===== config.mk =====
export PLATFORM = sky130hd
export DESIGN_NAME = ccu_top
export DESIGN_NICKNAME = d
export VERILOG_FILES = /design/src/inc/ccu_pkg.sv /design/src/inc/ccu_unit_if.sv /design/src/design/ccu_top.sv /design/src/design/ccu_unit.sv
export VERILOG_INCLUDE_DIRS = /design/src /design/src/inc
export SDC_FILE = /design/constraint.sdc
export NUM_CORES = 1
export LEC_CHECK = 0
export ABC_CLOCK_PERIOD_IN_PS = 3400
export BUFFER_PORTS_ARGS = -buffer_cell sky130_fd_sc_hd__buf_2
export CORE_MARGIN = 2
export CORE_UTILIZATION = 55
export CTS_BUF_LIST = sky130_fd_sc_hd__clkbuf_4 sky130_fd_sc_hd__clkbuf_8 sky130_fd_sc_hd__clkbuf_16
export DETAILED_ROUTE_END_ITERATION = 8
export GPL_TIMING_DRIVEN = 0
export MAX_ROUTING_LAYER = met4
export PLACE_DENSITY = 0.86
export SYNTH_ARGS = -nofsm -noshare
export SYNTH_HDL_FRONTEND = slang
export SYNTH_SLANG_ARGS = --single-unit

===== constraint.sdc =====
create_clock -name pclk -period 3.4 [get_ports pclk]
set_input_delay 0.34 -clock pclk [delete_from_list [all_inputs] [get_ports pclk]]
set_output_delay 0.34 -clock pclk [all_outputs]
set_load 0.02 [all_outputs]

===== src/inc/ccu_params.svh =====
`ifndef CCU_PARAMS_SVH
`define CCU_PARAMS_SVH
// ------------------------------------------------
// Sizes
// ------------------------------------------------
`define CCU_NUM_UNITS 5
`define CCU_TW 16
`define CCU_AW 12
// ------------------------------------------------
// Register byte offsets
// ------------------------------------------------
`define CCU_STRIDE 12'h008
`define CCU_OFS_CTRL 3'h0
`define CCU_OFS_RES 3'h4
`define CCU_OFS_TSEL 12'h040
`define CCU_OFS_FLAG 12'h044
`define CCU_OFS_IEN 12'h048
// ------------------------------------------------
// Field positions
// ------------------------------------------------
`define CCU_TSEL_HI_BIT 6
`define CCU_TSEL_LO_BIT 3
// ------------------------------------------------
// Mode codes
// ------------------------------------------------
`define CCU_M_OFF 4'h0
`define CCU_M_TOGGLE 4'h2
`define CCU_M_CAP_FALL 4'h4
`define CCU_M_CAP_RISE 4'h5
`define CCU_M_CAP_4 4'h6
`define CCU_M_CAP_16 4'h7
`define CCU_M_SET_HI 4'h8
`define CCU_M_SET_LO 4'h9
`define CCU_M_SOFT 4'hA
`define CCU_M_SPECIAL 4'hB
`define CCU_PRE4_MASK 4'h3
`define CCU_PRE16_MASK 4'hF
// ------------------------------------------------
// Timer assignment settings
// ------------------------------------------------
`define CCU_TS_ALL_A 2'h0
`define CCU_TS_ONE_A 2'h1
`define CCU_TS_TWO_A 2'h2
`define CCU_TS_ALL_B 2'h3
// ------------------------------------------------
// Reset values
// ------------------------------------------------
`define CCU_RST_MODE 4'h0
`define CCU_RST_RES 16'h0000
`define CCU_RST_TSEL 2'h0
`endif


===== src/inc/ccu_pkg.sv =====
`include "ccu_params.svh"
package ccu_pkg;
   typedef logic [3:0]         ccu_mode_t;
   typedef logic [`CCU_TW-1:0] ccu_word_t;
   // Bus answer phase
   typedef enum logic {CCU_BUS_IDLE, CCU_BUS_ANSWER} ccu_bus_ph_t;
   // State of one unit
   typedef struct packed {
      logic      sync1;
      logic      sync2;
      logic      level;
      logic [3:0] presc;
      logic      out;
      logic      own;
      ccu_mode_t mode_seen;
      logic      match_q;
      ccu_word_t result;
   } ccu_unit_st_t;
endpackage : ccu_pkg


===== src/inc/ccu_unit_if.sv =====
`timescale 1ns/100ps
interface ccu_unit_if;
   import ccu_pkg::*;
   ccu_mode_t mode;    // Mode select of this unit
   ccu_word_t tcount;  // Count of the assigned timer
   logic      res_wr;  // Software write of result pair
   ccu_word_t wdata;   // Data of that write
   ccu_word_t result;  // Result pair
   logic      cap_hit; // Capture in this cycle
   logic      cmp_hit; // Compare match in this cycle
   logic      spec_hit;// Special event in this cycle
   logic      pin_out; // Compare output latch
   logic      pin_own; // Unit drives the pin
   modport ctl (output mode, tcount, res_wr, wdata,
                input result, cap_hit, cmp_hit, spec_hit,
                pin_out, pin_own);
   modport unit (input mode, tcount, res_wr, wdata,
                 output result, cap_hit, cmp_hit, spec_hit,
                 pin_out, pin_own);
endinterface : ccu_unit_if


===== src/design/ccu_top.sv =====
// The placing of the registers and the APB interface to the registers are this design's own decisions.
`timescale 1ns/100ps
`include "ccu_params.svh"
// How it works
// - Capture/compare use the two counting timers
// - Setting 00: every unit on timer a
// - Setting 01: only unit one on timer a
// - Setting 10: units one and two on a
// - Setting 11: every unit on timer b
// - Selection bits sit at bits 6, 3
// - Capture copies assigned timer into result
// - Four capture events, chosen by mode
// - Modes 0100 to 0111 decode capture events
// - Capture sets flag, only software clears
// - New capture overwrites unread result
// - Edges seen even while pin drives
// - Prescaler cleared unless in capture mode
// - Prescale change keeps the counter
// - Compare result against timer continuously
// - Match acts on pin, sets flag together
// - Compare modes 0010, 1000 to 1011
// - Mode 0000 disables and resets unit
// - Clearing control forces output latch low
// - Interrupt-only mode leaves pin untouched
// - Special event of units one, two resets timer
// - Unit two special event starts conversion
// - That timer reset sets no timer flag
module ccu_top
   import ccu_pkg::*;
#(
   parameter int NUM_UNITS = `CCU_NUM_UNITS
) (
   // Clock and reset
   input  wire logic                 pclk,
   input  wire logic                 presetn,
   // APB slave
   input  wire logic                 psel,
   input  wire logic                 penable,
   input  wire logic                 pwrite,
   input  wire logic [`CCU_AW-1:0]   paddr,
   input  wire logic [31:0]          pwdata,
   output logic      [31:0]          prdata,
   output logic                      pready,
   output logic                      pslverr,
   // Timers and converter
   input  wire logic [`CCU_TW-1:0]   timer_a_count,
   input  wire logic [`CCU_TW-1:0]   timer_b_count,
   input  wire logic                 adc_enable,
   output logic                      timer_a_reset,
   output logic                      timer_b_reset,
   output logic                      adc_start,
   // Unit pins
   input  wire logic [NUM_UNITS-1:0] unit_pin_in,
   output logic      [NUM_UNITS-1:0] unit_pin_out,
   output logic      [NUM_UNITS-1:0] unit_pin_own,
   // Flags
   output logic      [NUM_UNITS-1:0] unit_irq_flag,
   output logic      [NUM_UNITS-1:0] unit_irq_req
);
   // ------------------------------------------------
   // State
   // ------------------------------------------------
   typedef struct packed {
      ccu_bus_ph_t                ph;     // Bus phase
      logic [31:0]                prdata; // Read data
      logic                       err;    // Error answer
      logic [NUM_UNITS-1:0][3:0]  mode;   // Unit modes
      logic [1:0]                 tsel;   // Timer assignment
      logic [NUM_UNITS-1:0]       flag;   // Sticky flags
      logic [NUM_UNITS-1:0]       ien;    // Flag enables
      logic [NUM_UNITS-1:0]       req;    // Enabled flags
      logic                       rst_a;  // Timer a reset
      logic                       rst_b;  // Timer b reset
      logic                       adc;    // Conversion start
   } ccu_top_st_t;

   ccu_top_st_t q;                          // Registered state
   ccu_top_st_t d;                          // Next state
   logic [NUM_UNITS-1:0][`CCU_TW-1:0] res_w; // Unit results
   logic [NUM_UNITS-1:0] cap_w;             // Capture events
   logic [NUM_UNITS-1:0] cmp_w;             // Match events
   logic [NUM_UNITS-1:0] spec_w;            // Special events
   logic [NUM_UNITS-1:0] clr;               // Flag clear mask
   logic                 wr;                // Write commit
   int unsigned          uidx;              // Addressed unit

   // ------------------------------------------------
   // Helpers
   // ------------------------------------------------
   // Whether a unit takes timer a under a setting
   function automatic logic uses_a(input int unsigned idx,
                                   input logic [1:0] ts);
      case (ts)
         `CCU_TS_ALL_A: uses_a = 1'b1;
         `CCU_TS_ONE_A: uses_a = (idx == 0);
         `CCU_TS_TWO_A: uses_a = (idx < 2);
         `CCU_TS_ALL_B: uses_a = 1'b0;
         default:       uses_a = 1'b1;
      endcase
   endfunction : uses_a

   // Whether an address lands in a unit window
   function automatic logic in_units(
      input logic [`CCU_AW-1:0] a);
      in_units = (a < `CCU_AW'(NUM_UNITS * `CCU_STRIDE));
   endfunction : in_units

   // Whether an address is a mapped register
   function automatic logic mapped(input logic [`CCU_AW-1:0] a);
      mapped = (a[1:0] == 2'h0) &&
               (in_units(a) || a == `CCU_OFS_TSEL ||
                a == `CCU_OFS_FLAG || a == `CCU_OFS_IEN);
   endfunction : mapped

   // ------------------------------------------------
   // Units
   // ------------------------------------------------
   // Only capture/compare timers are routed here; the
   // modulation timers belong to a separate block.
   genvar gi;
   generate
      for (gi = 0; gi < NUM_UNITS; gi++) begin : g_unit
         ccu_unit_if ui ();
         // Count of the assigned timer
         assign ui.tcount = uses_a(gi, q.tsel) ? timer_a_count
                                              : timer_b_count;
         assign ui.mode   = q.mode[gi];
         assign ui.res_wr = wr && in_units(paddr) &&
                            (uidx == gi) &&
                            (paddr[2:0] == `CCU_OFS_RES);
         assign ui.wdata  = pwdata[`CCU_TW-1:0];
         assign res_w[gi] = ui.result;
         assign cap_w[gi] = ui.cap_hit;
         assign cmp_w[gi] = ui.cmp_hit;
         assign spec_w[gi] = ui.spec_hit;
         assign unit_pin_out[gi] = ui.pin_out;
         assign unit_pin_own[gi] = ui.pin_own;

         ccu_unit #(
            .UNIT_IDX (gi)
         ) u_unit (
            .pclk    (pclk),
            .presetn (presetn),
            .pin_in  (unit_pin_in[gi]),
            .u       (ui.unit)
         );
      end
   endgenerate

   assign uidx = 32'(paddr >> 3);
   // A write lands on the edge that sees pready high
   assign wr = psel && penable && pwrite &&
               (q.ph == CCU_BUS_ANSWER) && !q.err;

   // ------------------------------------------------
   // Next state
   // ------------------------------------------------
   always_comb begin
      d = q;
      clr = '0;
      // Bus: one wait cycle, then answer for one cycle
      case (q.ph)
         CCU_BUS_IDLE: begin
            if (psel && penable) begin
               d.ph = CCU_BUS_ANSWER;
               d.err = !mapped(paddr);
               d.prdata = 32'h0000_0000;
               if (!pwrite && in_units(paddr)) begin
                  for (int i = 0; i < NUM_UNITS; i++) begin
                     if (uidx == i) begin
                        if (paddr[2:0] == `CCU_OFS_CTRL) begin
                           d.prdata[3:0] = q.mode[i];
                        end else begin
                           d.prdata[`CCU_TW-1:0] = res_w[i];
                        end
                     end
                  end
               end else if (!pwrite) begin
                  case (paddr)
                     `CCU_OFS_TSEL: begin
                        // Split selection field
                        d.prdata[`CCU_TSEL_HI_BIT] = q.tsel[1];
                        d.prdata[`CCU_TSEL_LO_BIT] = q.tsel[0];
                     end
                     `CCU_OFS_FLAG:
                        d.prdata[NUM_UNITS-1:0] = q.flag;
                     `CCU_OFS_IEN:
                        d.prdata[NUM_UNITS-1:0] = q.ien;
                     default: d.prdata = 32'h0000_0000;
                  endcase
               end
            end
         end
         CCU_BUS_ANSWER: begin
            // Unmapped or unaligned writes are dropped
            d.ph = CCU_BUS_IDLE;
            d.err = 1'b0;
         end
         default: d.ph = CCU_BUS_IDLE;
      endcase
      // Register writes
      if (wr) begin
         if (in_units(paddr)) begin
            for (int i = 0; i < NUM_UNITS; i++) begin
               if (uidx == i && paddr[2:0] == `CCU_OFS_CTRL) begin
                  d.mode[i] = pwdata[3:0];
               end
            end
         end else begin
            case (paddr)
               `CCU_OFS_TSEL: begin
                  d.tsel = {pwdata[`CCU_TSEL_HI_BIT],
                            pwdata[`CCU_TSEL_LO_BIT]};
               end
               `CCU_OFS_FLAG:
                  clr = pwdata[NUM_UNITS-1:0];
               `CCU_OFS_IEN:
                  d.ien = pwdata[NUM_UNITS-1:0];
               default: d.ien = q.ien;
            endcase
         end
      end
      // Flags: write one to clear, a new event wins
      d.flag = (q.flag & ~clr) | cap_w | cmp_w;
      d.req = d.flag & d.ien;
      // Timer resets from special events; these are
      // separate strobes and never reach timer flags.
      d.rst_a = 1'b0;
      d.rst_b = 1'b0;
      for (int i = 0; i < NUM_UNITS; i++) begin
         if (spec_w[i]) begin
            if (uses_a(i, q.tsel)) begin
               d.rst_a = 1'b1;
            end else begin
               d.rst_b = 1'b1;
            end
         end
      end
      // Unit two also starts a conversion when enabled
      d.adc = (NUM_UNITS > 1) && spec_w[NUM_UNITS > 1 ? 1 : 0]
              && adc_enable;
   end

   // ------------------------------------------------
   // State register
   // ------------------------------------------------
   always_ff @(posedge pclk or negedge presetn) begin
      if (!presetn) begin
         q <= '{ph: CCU_BUS_IDLE, prdata: 32'h0000_0000,
                err: 1'b0, mode: '0, tsel: `CCU_RST_TSEL,
                flag: '0, ien: '0, req: '0, rst_a: 1'b0,
                rst_b: 1'b0, adc: 1'b0};
      end else begin
         q <= d;
      end
   end

   // ------------------------------------------------
   // Outputs
   // ------------------------------------------------
   assign prdata        = q.prdata;
   assign pready        = (q.ph == CCU_BUS_ANSWER);
   assign pslverr       = q.err;
   assign timer_a_reset = q.rst_a;
   assign timer_b_reset = q.rst_b;
   assign adc_start     = q.adc;
   assign unit_irq_flag = q.flag;
   assign unit_irq_req  = q.req;
endmodule : ccu_top


===== src/design/ccu_unit.sv =====
`timescale 1ns/100ps
`include "ccu_params.svh"
module ccu_unit
   import ccu_pkg::*;
#(
   parameter int UNIT_IDX = 0
) (
   // Clock and reset
   input wire logic pclk,
   input wire logic presetn,
   // Pin level, asynchronous
   input wire logic pin_in,
   // Control side
   ccu_unit_if.unit u
);
   ccu_unit_st_t q;   // Registered state
   ccu_unit_st_t d;   // Next state
   logic is_cap;      // Any capture mode
   logic is_cmp;      // Any compare mode
   logic rise;        // Synchronised rising edge
   logic fall;        // Synchronised falling edge
   logic hit;         // First cycle of equality
   logic cap;         // Capture event

   // ------------------------------------------------
   // Next state
   // ------------------------------------------------
   always_comb begin
      d = q;
      // Two stages, edge taken from second only
      d.sync1 = pin_in;
      d.sync2 = q.sync1;
      d.level = q.sync2;
      // Pin seen even when driven as output
      rise = q.sync2 & ~q.level;
      fall = ~q.sync2 & q.level;
      is_cap = (u.mode[3:2] == 2'b01);
      is_cmp = (u.mode == `CCU_M_TOGGLE) || (u.mode[3:2] == 2'b10);
      // Continuous equality, acted on once per match
      d.match_q = is_cmp && (u.tcount == q.result);
      hit = d.match_q & ~q.match_q;
      d.mode_seen = u.mode;
      d.own = (u.mode == `CCU_M_TOGGLE) || (u.mode == `CCU_M_SET_HI)
              || (u.mode == `CCU_M_SET_LO);
      // Counter kept across capture to capture switches
      if (!is_cap) begin
         d.presc = 4'h0;
      end
      // Initial level set on entry to a set-high or set-low compare mode
      if (u.mode != q.mode_seen) begin
         if (u.mode == `CCU_M_SET_HI) begin
            d.out = 1'b0;
         end else if (u.mode == `CCU_M_SET_LO) begin
            d.out = 1'b1;
         end
      end
      // Event select
      cap = 1'b0;
      case (u.mode)
         `CCU_M_CAP_FALL: cap = fall;
         `CCU_M_CAP_RISE: cap = rise;
         `CCU_M_CAP_4, `CCU_M_CAP_16: begin
            // Count rising edges, capture on wrap
            if (rise) begin
               d.presc = q.presc + 4'h1;
               cap = (u.mode == `CCU_M_CAP_4)
                  ? ((q.presc & `CCU_PRE4_MASK) == `CCU_PRE4_MASK)
                  : (q.presc == `CCU_PRE16_MASK);
            end
         end
         default: cap = 1'b0;
      endcase
      // Software write, a capture in the same cycle wins
      if (u.res_wr) begin
         d.result = u.wdata;
      end
      if (cap) begin
         d.result = u.tcount;
      end
      // Pin action on match
      u.spec_hit = 1'b0;
      if (hit) begin
         case (u.mode)
            `CCU_M_TOGGLE: d.out = ~q.out;
            `CCU_M_SET_HI: d.out = 1'b1;
            `CCU_M_SET_LO: d.out = 1'b0;
            `CCU_M_SPECIAL: u.spec_hit = (UNIT_IDX < 2);
            default: d.out = q.out;
         endcase
      end
      // Off clears internal state and output latch
      if (u.mode == `CCU_M_OFF) begin
         d.out = 1'b0;
         d.match_q = 1'b0;
      end
      u.cap_hit = cap;
      u.cmp_hit = hit;
   end

   // ------------------------------------------------
   // State register
   // ------------------------------------------------
   always_ff @(posedge pclk or negedge presetn) begin
      if (!presetn) begin
         q <= '{sync1: 1'b0, sync2: 1'b0, level: 1'b0,
                presc: 4'h0, out: 1'b0, own: 1'b0,
                mode_seen: `CCU_RST_MODE, match_q: 1'b0,
                result: `CCU_RST_RES};
      end else begin
         q <= d;
      end
   end

   assign u.result  = q.result;
   assign u.pin_out = q.out;
   assign u.pin_own = q.own;
endmodule : ccu_unit


==> metrics.txt, run 1 <==
# TYPE chip_impl_metric gauge
chip_impl_metric{name="power.share.sequential",unit="%"} 43.7
chip_impl_info{name="crit_path_start_kind",value="flop"} 1
chip_impl_metric{name="htreeDepth",unit=""} 1
chip_impl_metric{name="fin_total_pwr",unit="mW"} 6.49
chip_impl_metric{name="report.final.setup_viol",unit=""} 0
chip_impl_metric{name="clock_insertion_delay_worst_skew",unit="ns"} 0.53
chip_impl_metric{name="synth-edff-count",unit=""} 0
chip_impl_metric{name="yosysWarnings",unit=""} 0
chip_impl_info{name="postSynth.topFlopCell",value="sky130_fd_sc_hd__dfrtp_1"} 1
chip_impl_metric{name="cellInternalPower",unit="mW"} 4.74
chip_impl_metric{name="drcViolationCount",unit=""} 0
chip_impl_metric{name="synthMuxAreaShare",unit="%"} 21.1
chip_impl_metric{name="placed_cells_incl_taps",unit=""} 1631
chip_impl_metric{name="netSwitchingPower",unit="mW"} 1.75
chip_impl_info{name="synth_top_family_by_area",value="multiplexers"} 1
chip_impl_metric{name="synth_area_in_simple_gates",unit="%"} 13.9
chip_impl_metric{name="gr-total-overflow",unit=""} 0
chip_impl_metric{name="cp_max_fo",unit=""} 10
chip_impl_metric{name="clk_transition_reported_paths",unit="ns"} 0.06
chip_impl_info{name="cts_tree",value="done"} 1
chip_impl_metric{name="p_per_area",unit="nW/µm²"} 448
chip_impl_metric{name="seq_area_frac_synth",unit="%"} 41.4
chip_impl_info{name="rsz0062_at_grt",value="no"} 1
chip_impl_metric{name="netlist_area",unit="µm²"} 12600
chip_impl_metric{name="clockPowerShare",unit="%"} 42.6
chip_impl_metric{name="reg2reg_setup_slack",unit="ns"} 0.06
chip_impl_metric{name="fmaxAchievable",unit="MHz"} 300
chip_impl_metric{name="synth_cell_types",unit=""} 77
chip_impl_metric{name="initial_antenna_violation_count",unit=""} 0
chip_impl_metric{name="vias",unit=""} 10500
chip_impl_metric{name="drtPass1Iterations",unit=""} 6
chip_impl_metric{name="timing.clock.skew",unit="ns"} 0.0178
chip_impl_metric{name="report.final.slew_viol_count",unit=""} 0
chip_impl_metric{name="hold_viol",unit=""} 0
chip_impl_metric{name="buffer_ports.inserted",unit=""} 107
chip_impl_metric{name="die_x",unit="µm"} 155
chip_impl_metric{name="worst_slew_pin_slew",unit="ns"} 1.00
chip_impl_metric{name="drt-total-wl",unit="µm"} 37100
chip_impl_metric{name="drtAntennaViolNets",unit=""} 0
chip_impl_metric{name="vdd_drop_max",unit="µV"} 395
chip_impl_metric{name="grt_start_max_net_pins",unit=""} 114
chip_impl_info{name="path_class",value="flop to flop"} 1
chip_impl_metric{name="cp.required",unit="ns"} 3.81
chip_impl_metric{name="endpoint_arrival_time_on_the_critical_path",unit="ns"} 3.74
chip_impl_metric{name="wire_per_inst",unit="µm"} 22.1
chip_impl_metric{name="non_filler_instances",unit=""} 1679
chip_impl_metric{name="vias_per_cell",unit=""} 6.24
chip_impl_metric{name="p_leak",unit="nW"} 6.93
chip_impl_info{name="layout_common_cells",value="208 x sky130_fd_sc_hd__dfrtp_1, 206 x sky130_fd_sc_hd__mux2i_1, 117 x sky130_fd_sc_hd__buf_2"} 1
chip_impl_metric{name="netSwitchingFraction",unit="%"} 27.0
chip_impl_metric{name="minimum_clock_period_after_layout",unit="ns"} 3.34
chip_impl_metric{name="die_y",unit="µm"} 155
chip_impl_metric{name="grt_pass1_vias",unit=""} 10100
chip_impl_metric{name="postSynth.asyncResetShare",unit="%"} 100
chip_impl_metric{name="timing.slew.headroom",unit="%"} 33.2
chip_impl_info{name="hold_path_class",value="input port to flop"} 1
chip_impl_metric{name="cts-buffers-inserted",unit=""} 24
chip_impl_metric{name="grt_use_total",unit="%"} 31.3
chip_impl_info{name="worstHoldStart",value="adc_enable"} 1
chip_impl_metric{name="timing.max_cap.violations",unit=""} 0
chip_impl_info{name="regToRegStartpoint",value="q[18]"} 1
chip_impl_info{name="startpoint",value="q[18]"} 1
chip_impl_metric{name="syn2layout_area_growth",unit="%"} 15.2
chip_impl_info{name="outcome",value="completed"} 1
chip_impl_metric{name="place.detailed.hpwl",unit="µm"} 27100
chip_impl_info{name="final_common_cell",value="sky130_fd_sc_hd__dfrtp_1"} 1
chip_impl_metric{name="global_placement_routability_congestion",unit=""} 1.03
chip_impl_metric{name="synth_cells",unit=""} 1223
chip_impl_metric{name="antennaDiodeCount",unit=""} 0
chip_impl_metric{name="final_nets",unit=""} 1470
chip_impl_metric{name="cts.sinks",unit=""} 208
chip_impl_metric{name="postSynthAreaPerCell",unit="µm²"} 10.3
chip_impl_metric{name="floorplan.die_area",unit="µm²"} 24100
chip_impl_metric{name="drtIter0Drc",unit=""} 1097
chip_impl_info{name="crit_path_end_kind",value="flop"} 1
chip_impl_metric{name="placementRows",unit=""} 55
chip_impl_metric{name="drive_above_1_share",unit="%"} 20.9
chip_impl_metric{name="comb_power_share",unit="%"} 13.7
chip_impl_metric{name="min_period_over_period",unit="%"} 98.1
chip_impl_metric{name="clock_path_buffers",unit=""} 3
chip_impl_metric{name="grt_pass1_wl",unit="µm"} 56700
chip_impl_metric{name="io-pin-count",unit=""} 144
chip_impl_metric{name="floorplan.initialDensity",unit="%"} 55.8
chip_impl_metric{name="core",unit="µm²"} 22500
chip_impl_metric{name="post_synthesis_adder_cell_area_fraction",unit="%"} 0.498
chip_impl_metric{name="synth_xor_area_share",unit="%"} 6.27
chip_impl_metric{name="register_bit_total_from_synthesis",unit=""} 208
chip_impl_info{name="clock_tree.root_cell",value="sky130_fd_sc_hd__clkbuf_16"} 1
chip_impl_metric{name="synth_compound_gate_area_share",unit="%"} 10.4
## flip-flops by register name, indices dropped and copies added, names as in the netlist
register,count
g_unit.u_unit.q,50
unit_irq_req,5
adc_start,1
g_unit.u_unit.u.pin_own,5
g_unit.ui.mode,20
prdata,16
timer_b_reset,1
timer_a_reset,1
pslverr,1
q,7
g_unit.u_unit.d,10
unit_irq_flag,5
g_unit.u_unit.u.pin_out,5
g_unit.u_unit.u.result,80
pready,1
## Yosys cell counts (7+ instances only)
cell | n | area [µm²]
sky130_fd_sc_hd__o21ai_0 | 36 | 180
sky130_fd_sc_hd__a21bo_2 | 11 | 110
sky130_fd_sc_hd__nor4_1 | 16 | 100
sky130_fd_sc_hd__buf_2 | 12 | 60.1
sky130_fd_sc_hd__inv_1 | 26 | 97.6
sky130_fd_sc_hd__nor3_1 | 19 | 95.1
sky130_fd_sc_hd__buf_1 | 7 | 26.3
sky130_fd_sc_hd__mux2_2 | 20 | 225
sky130_fd_sc_hd__clkbuf_1 | 42 | 158
sky130_fd_sc_hd__a22oi_1 | 9 | 67.6
sky130_fd_sc_hd__xnor2_1 | 58 | 508
sky130_fd_sc_hd__nand2b_1 | 13 | 81.3
sky130_fd_sc_hd__nand4_1 | 11 | 68.8
sky130_fd_sc_hd__a21oi_1 | 57 | 285
sky130_fd_sc_hd__nor4b_1 | 10 | 87.6
sky130_fd_sc_hd__xor2_1 | 32 | 280
sky130_fd_sc_hd__o221ai_1 | 9 | 78.8
sky130_fd_sc_hd__a221oi_1 | 11 | 96.3
sky130_fd_sc_hd__and3_1 | 10 | 62.6
sky130_fd_sc_hd__or3_1 | 7 | 43.8
sky130_fd_sc_hd__and2_1 | 8 | 50.1
sky130_fd_sc_hd__nor2_1 | 81 | 304
sky130_fd_sc_hd__mux2i_1 | 206 | 2060
sky130_fd_sc_hd__nand3_1 | 28 | 140
sky130_fd_sc_hd__mux2i_4 | 8 | 180
sky130_fd_sc_hd__o21bai_1 | 7 | 52.6
sky130_fd_sc_hd__nand2_1 | 92 | 345
sky130_fd_sc_hd__dfrtp_1 | 208 | 5200
sky130_fd_sc_hd__buf_4 | 53 | 398
## worst max-delay path, stage by stage, from the launching register on
cell,delay [ns]
sky130_fd_sc_hd__dfrtp_1,0.32
sky130_fd_sc_hd__buf_2,0.26
sky130_fd_sc_hd__buf_6,0.21
sky130_fd_sc_hd__buf_2,0.33
sky130_fd_sc_hd__nand3_1,0.19
sky130_fd_sc_hd__and3_1,0.24
sky130_fd_sc_hd__nor4b_1,0.47
sky130_fd_sc_hd__nand4_1,0.27
sky130_fd_sc_hd__nor4_4,0.48
sky130_fd_sc_hd__nand3b_1,0.17
sky130_fd_sc_hd__a22oi_1,0.27
## repair_timing
action / in CTS / in global routing
endpoints found under the setup margin: 5 / 3
pin swaps: 0 / 1
hold buffers: 6 / 0
resized for setup: 2 / 4
cloned: 0 / 0
setup buffers: 0 / 0
hold endpoints to repair: 100 / 0
## worst paths after layout
check / to / depth (start not counted)
min in group asynchronous: g_unit[3].u_unit.q[27] / 2
worst min register to register: g_unit[3].u_unit.d[27] / 0
worst max register to register: timer_a_reset / 10
worst min-delay path: adc_start / 3
max in group asynchronous: prdata[8] / 3
worst max-delay path: timer_a_reset / 10
## cell families (layout without fill, tap and decap cells)
logic type               after synthesis  in the layout
AND/OR/NAND/NOR                      338            338
multiplexers                         245            245
flip-flops                           208            208
AO/OA/AOI/OAI                        190            190
buffers and inverters                146            302
XOR/XNOR                              90             90
adder cells (fa/ha/maj)                5              5
other                                  1             16
## per-layer routing
| layer | vias to the layer above | GRT usage, % | part of all wire (%) |
|---|---|---|---|
| li1 | 4611 | - | - |
| met1 | 5110 | 42.5 | 41 |
| met4 | 0 | 13.5 | 5.4 |
| met2 | 602 | 46.4 | 44 |
| met3 | 146 | 5.63 | 9.7 |
| met5 | - | - | 0 |
## layout make-up
| class | count | area [µm²] |
|---|---|---|
| clock inverter | 13 | 169 |
| timing repair buffer | 114 | 633 |
| sequential | 208 | 5200 |
| multi-input combinational | 884 | 6630 |
| inverter | 26 | 97.6 |
| clock buffer | 29 | 668 |
| tap | 285 | 357 |
| fill | 1762 | 8030 |
| buffer | 120 | 714 |
## power by group through the flow
stage / Sequential [mW] / Clock [mW] / Combinational, mW
after CTS: 2.83 / 2.78 / 0.880
after global placement: 2.86 / 0 / 0.834
after global routing: 2.85 / 2.88 / 0.971
after floorplan: 2.82 / 0 / 0.570
after detailed placement: 2.87 / 0 / 0.865
final: 2.83 / 2.76 / 0.891
## through the flow
| stage | hold slack (ns) | setup TNS, ns | util (%) | cell area, µm² | setup slack [ns] |
|---|---|---|---|---|---|
| after CTS | 0.0279 | 0 | 64.3 | 14500 | 0.0489 |
| after global placement | 0.334 | -312.95 | 60.1 | 13500 | -1.52 |
| after global routing | 0.0498 | 0 | 64.3 | 14500 | 0.0247 |
| after floorplan | 0.0444 | 0 | - | 12600 | 0.792 |
| final | 0.0384 | 0 | 64.3 | 14500 | 0.0643 |
| after detailed placement | 0.336 | -0.241 | 60.2 | 13600 | -0.196 |
Power figures use the tool's default switching activity.
==> run 2: changes to the inputs <==
BUFFER_PORTS_ARGS = -buffer_cell sky130_fd_sc_hd__buf_4   (was -buffer_cell sky130_fd_sc_hd__buf_2)
PLACE_DENSITY = 0.73   (was 0.86)
TNS_END_PERCENT = 30   (was default)
==> metrics.txt, run 2 (synthesis gave the netlist of run 1 again) <==
# TYPE chip_impl_metric gauge
chip_impl_metric{name="min_period_over_period",unit="%"} 93.8
chip_impl_metric{name="fin_tns_setup",unit="ns"} 0
chip_impl_metric{name="drtIter0Drc",unit=""} 874
chip_impl_info{name="timing.critical_path.max_delay_family",value="simple AND/OR/NAND/NOR gates"} 1
chip_impl_metric{name="timing.clock.skew",unit="ns"} 0.0131
chip_impl_metric{name="drt-total-wl",unit="µm"} 36200
chip_impl_metric{name="clock_path_buffers",unit=""} 3
chip_impl_info{name="regToRegStartpoint",value="q[18]"} 1
chip_impl_info{name="crit_path_end_kind",value="flop"} 1
chip_impl_metric{name="vdd_drop_max",unit="µV"} 312
chip_impl_metric{name="antennaDiodeCount",unit=""} 0
chip_impl_metric{name="grt_pass1_vias",unit=""} 9732
chip_impl_metric{name="timing.max_cap.violations",unit=""} 0
chip_impl_metric{name="report.final.setup_viol",unit=""} 0
chip_impl_metric{name="grt_use_total",unit="%"} 31.0
chip_impl_metric{name="cts-buffers-inserted",unit=""} 24
chip_impl_metric{name="cp_max_fo",unit=""} 19
chip_impl_info{name="worstHoldStart",value="adc_enable"} 1
chip_impl_info{name="path_class",value="flop to flop"} 1
chip_impl_metric{name="vias",unit=""} 10100
chip_impl_metric{name="worst_slew_pin_slew",unit="ns"} 0.906
chip_impl_info{name="cp_common_cell",value="sky130_fd_sc_hd__buf_2"} 1
chip_impl_metric{name="grt_start_max_net_pins",unit=""} 120
chip_impl_metric{name="floorplan.initialDensity",unit="%"} 55.8
chip_impl_info{name="cts_tree",value="done"} 1
chip_impl_metric{name="final_core_util",unit="%"} 65.6
chip_impl_metric{name="comb_power_share",unit="%"} 14.1
chip_impl_metric{name="vias_per_cell",unit=""} 6.02
chip_impl_metric{name="largest_register_ffs",unit=""} 80
chip_impl_metric{name="power.share.sequential",unit="%"} 43.8
chip_impl_metric{name="clk_transition_reported_paths",unit="ns"} 0.06
chip_impl_metric{name="cellInternalPower",unit="mW"} 4.75
chip_impl_metric{name="p_leak",unit="nW"} 7.02
chip_impl_metric{name="worst_path_largest_cell_delay",unit="ns"} 0.46
chip_impl_metric{name="endpoint_arrival_time_on_the_critical_path",unit="ns"} 3.60
chip_impl_metric{name="netSwitchingPower",unit="mW"} 1.73
chip_impl_metric{name="drtPass1Iterations",unit=""} 5
chip_impl_metric{name="cp.required",unit="ns"} 3.81
chip_impl_metric{name="core",unit="µm²"} 22500
chip_impl_info{name="standard_cell_with_the_maximum_stage_delay_on_the_critical_path",value="sky130_fd_sc_hd__nor4b_1"} 1
chip_impl_metric{name="die_y",unit="µm"} 155
chip_impl_metric{name="gr-total-overflow",unit=""} 0
chip_impl_metric{name="fillCellCount",unit=""} 1842
chip_impl_info{name="outcome",value="completed"} 1
chip_impl_metric{name="buffer_ports.inserted",unit=""} 107
chip_impl_metric{name="initial_antenna_violation_count",unit=""} 0
chip_impl_metric{name="drive_above_1_share",unit="%"} 21.2
chip_impl_metric{name="final_nets",unit=""} 1473
chip_impl_metric{name="placementRows",unit=""} 55
chip_impl_metric{name="clock_insertion_delay_worst_skew",unit="ns"} 0.52
chip_impl_metric{name="p_per_area",unit="nW/µm²"} 439
chip_impl_info{name="rsz0062_at_grt",value="no"} 1
chip_impl_info{name="hold_path_class",value="input port to flop"} 1
chip_impl_info{name="clock_tree.root_cell",value="sky130_fd_sc_hd__clkbuf_16"} 1
chip_impl_info{name="crit_path_cell_trace",value="buf_2, buf_6, buf_2, nand3_1, and3_1, nor4b_1, nand4_1, nor4_4, buf_4, nand3b_1, a22oi_1"} 1
chip_impl_metric{name="htreeDepth",unit=""} 1
chip_impl_metric{name="clockPowerShare",unit="%"} 42.2
chip_impl_metric{name="drtAntennaViolNets",unit=""} 0
chip_impl_metric{name="timing.slew.headroom",unit="%"} 39.6
chip_impl_metric{name="global_placement_routability_congestion",unit=""} 0.991
chip_impl_metric{name="drcViolationCount",unit=""} 0
chip_impl_metric{name="hold_slack",unit="ns"} 0.0450
chip_impl_info{name="final_common_cell",value="sky130_fd_sc_hd__dfrtp_1"} 1
chip_impl_metric{name="multiInputGateArea",unit="µm²"} 6630
chip_impl_info{name="crit_path_start_kind",value="flop"} 1
chip_impl_metric{name="critical_path_buf_inv_count",unit=""} 4
chip_impl_info{name="startpoint",value="q[18]"} 1
chip_impl_metric{name="register_area",unit="µm²"} 5200
chip_impl_metric{name="fmaxAchievable",unit="MHz"} 313
chip_impl_metric{name="report.final.slew_viol_count",unit=""} 0
chip_impl_metric{name="syn2layout_area_growth",unit="%"} 17.5
chip_impl_metric{name="cts.sinks",unit=""} 208
chip_impl_metric{name="wire_per_inst",unit="µm"} 21.5
chip_impl_metric{name="die_x",unit="µm"} 155
chip_impl_metric{name="netSwitchingFraction",unit="%"} 26.7
chip_impl_metric{name="place.detailed.hpwl",unit="µm"} 26800
chip_impl_metric{name="minimum_clock_period_after_layout",unit="ns"} 3.19
chip_impl_info{name="layout_common_cells",value="208 x sky130_fd_sc_hd__dfrtp_1, 206 x sky130_fd_sc_hd__mux2i_1, 163 x sky130_fd_sc_hd__buf_4"} 1
chip_impl_metric{name="floorplan.die_area",unit="µm²"} 24100
chip_impl_metric{name="io-pin-count",unit=""} 144
chip_impl_metric{name="hold_viol",unit=""} 0
chip_impl_metric{name="grt_pass1_wl",unit="µm"} 55600
==> run 2: cell count changes in the layout (fill, tap and decap cells not counted) <==
cell / change
sky130_fd_sc_hd__clkinvlp_4: +1
sky130_fd_sc_hd__bufinv_16: -2
sky130_fd_sc_hd__buf_4: +110
sky130_fd_sc_hd__buf_1: +1
sky130_fd_sc_hd__clkbuf_8: +6
sky130_fd_sc_hd__clkbuf_2: -1
sky130_fd_sc_hd__buf_2: -105
sky130_fd_sc_hd__clkinv_2: -4
sky130_fd_sc_hd__clkbuf_1: -1
sky130_fd_sc_hd__inv_6: -1
==> run 2: timing repair <==
action	CTS	global route
endpoints found under the hold margin	94	0
pin swaps	0	2
endpoints found under the setup margin	5	4
hold buffers	6	0
gates resized for setup	1	4
setup buffers	0	4
==> run 2: path summary, 6_finish.rpt <==
path | endpoint | slack [ns] | cells past startpoint
worst max-delay path | timer_a_reset | 0.21 | 11
worst max register to register | timer_a_reset | 0.21 | 11
min in group asynchronous | g_unit[3].u_unit.q[25] | 0.41 | 2
worst min register to register | g_unit[4].u_unit.d[27] | 0.35 | 0
max in group asynchronous | g_unit[0].u_unit.d[27] | 1.92 | 3
worst min-delay path | adc_start | 0.04 | 3
==> run 2: final cells by class <==
cell class	instances	area share, %
well taps	285	2.41
flip-flops and latches	208	35.2
inverters	26	0.661
repair buffers	118	6.28
clock inverters	7	0.593
multi-input cells	884	44.9
clock buffers	36	5.13
plain buffers	119	4.79
==> run 2: worst reg2reg max path, cell delays in order (launching register included) <==
cell and delay (ns):
sky130_fd_sc_hd__dfrtp_1 0.33, sky130_fd_sc_hd__buf_2 0.23, sky130_fd_sc_hd__buf_6 0.26, sky130_fd_sc_hd__buf_2 0.34, sky130_fd_sc_hd__nand3_1 0.16, sky130_fd_sc_hd__and3_1 0.20
sky130_fd_sc_hd__nor4b_1 0.46, sky130_fd_sc_hd__nand4_1 0.27, sky130_fd_sc_hd__nor4_4 0.33, sky130_fd_sc_hd__buf_4 0.19, sky130_fd_sc_hd__nand3b_1 0.09, sky130_fd_sc_hd__a22oi_1 0.23
==> run 2: power groups by stage <==
| stage | clock [mW] | sequential, mW | combinational (mW) |
|---|---|---|---|
| floorplan | 0 | 2.82 | 0.570 |
| global placement | 0 | 2.86 | 0.867 |
| detailed placement | 0 | 2.87 | 0.892 |
| CTS | 2.76 | 2.83 | 0.906 |
| global route | 2.85 | 2.86 | 1.00 |
| finish | 2.73 | 2.83 | 0.913 |
==> run 2: metrics by stage <==
step / power (mW) / cells / area [µm²] / worst slack, ns
4_1_cts: 6.49 / 1679 / 14700 / 0.119
3_3_place_gp: 3.73 / 1630 / 13800 / -0.0713
2_1_floorplan: 3.39 / 1238 / 12600 / 0.792
6_report: 6.48 / 1683 / 14800 / 0.210
3_5_place_dp: 3.76 / 1631 / 13800 / -0.214
5_1_grt: 6.71 / 1683 / 14800 / 0.00877
==> run 2: layer usage <==
layer  vias up  share of wire, %  global-route usage (%)
met5         -                 0                       -
met4         0               3.8                    11.2
met3        96               7.0                    4.23
met2       447                46                    47.9
met1      4961                44                    42.2
li1       4631                 -                       -
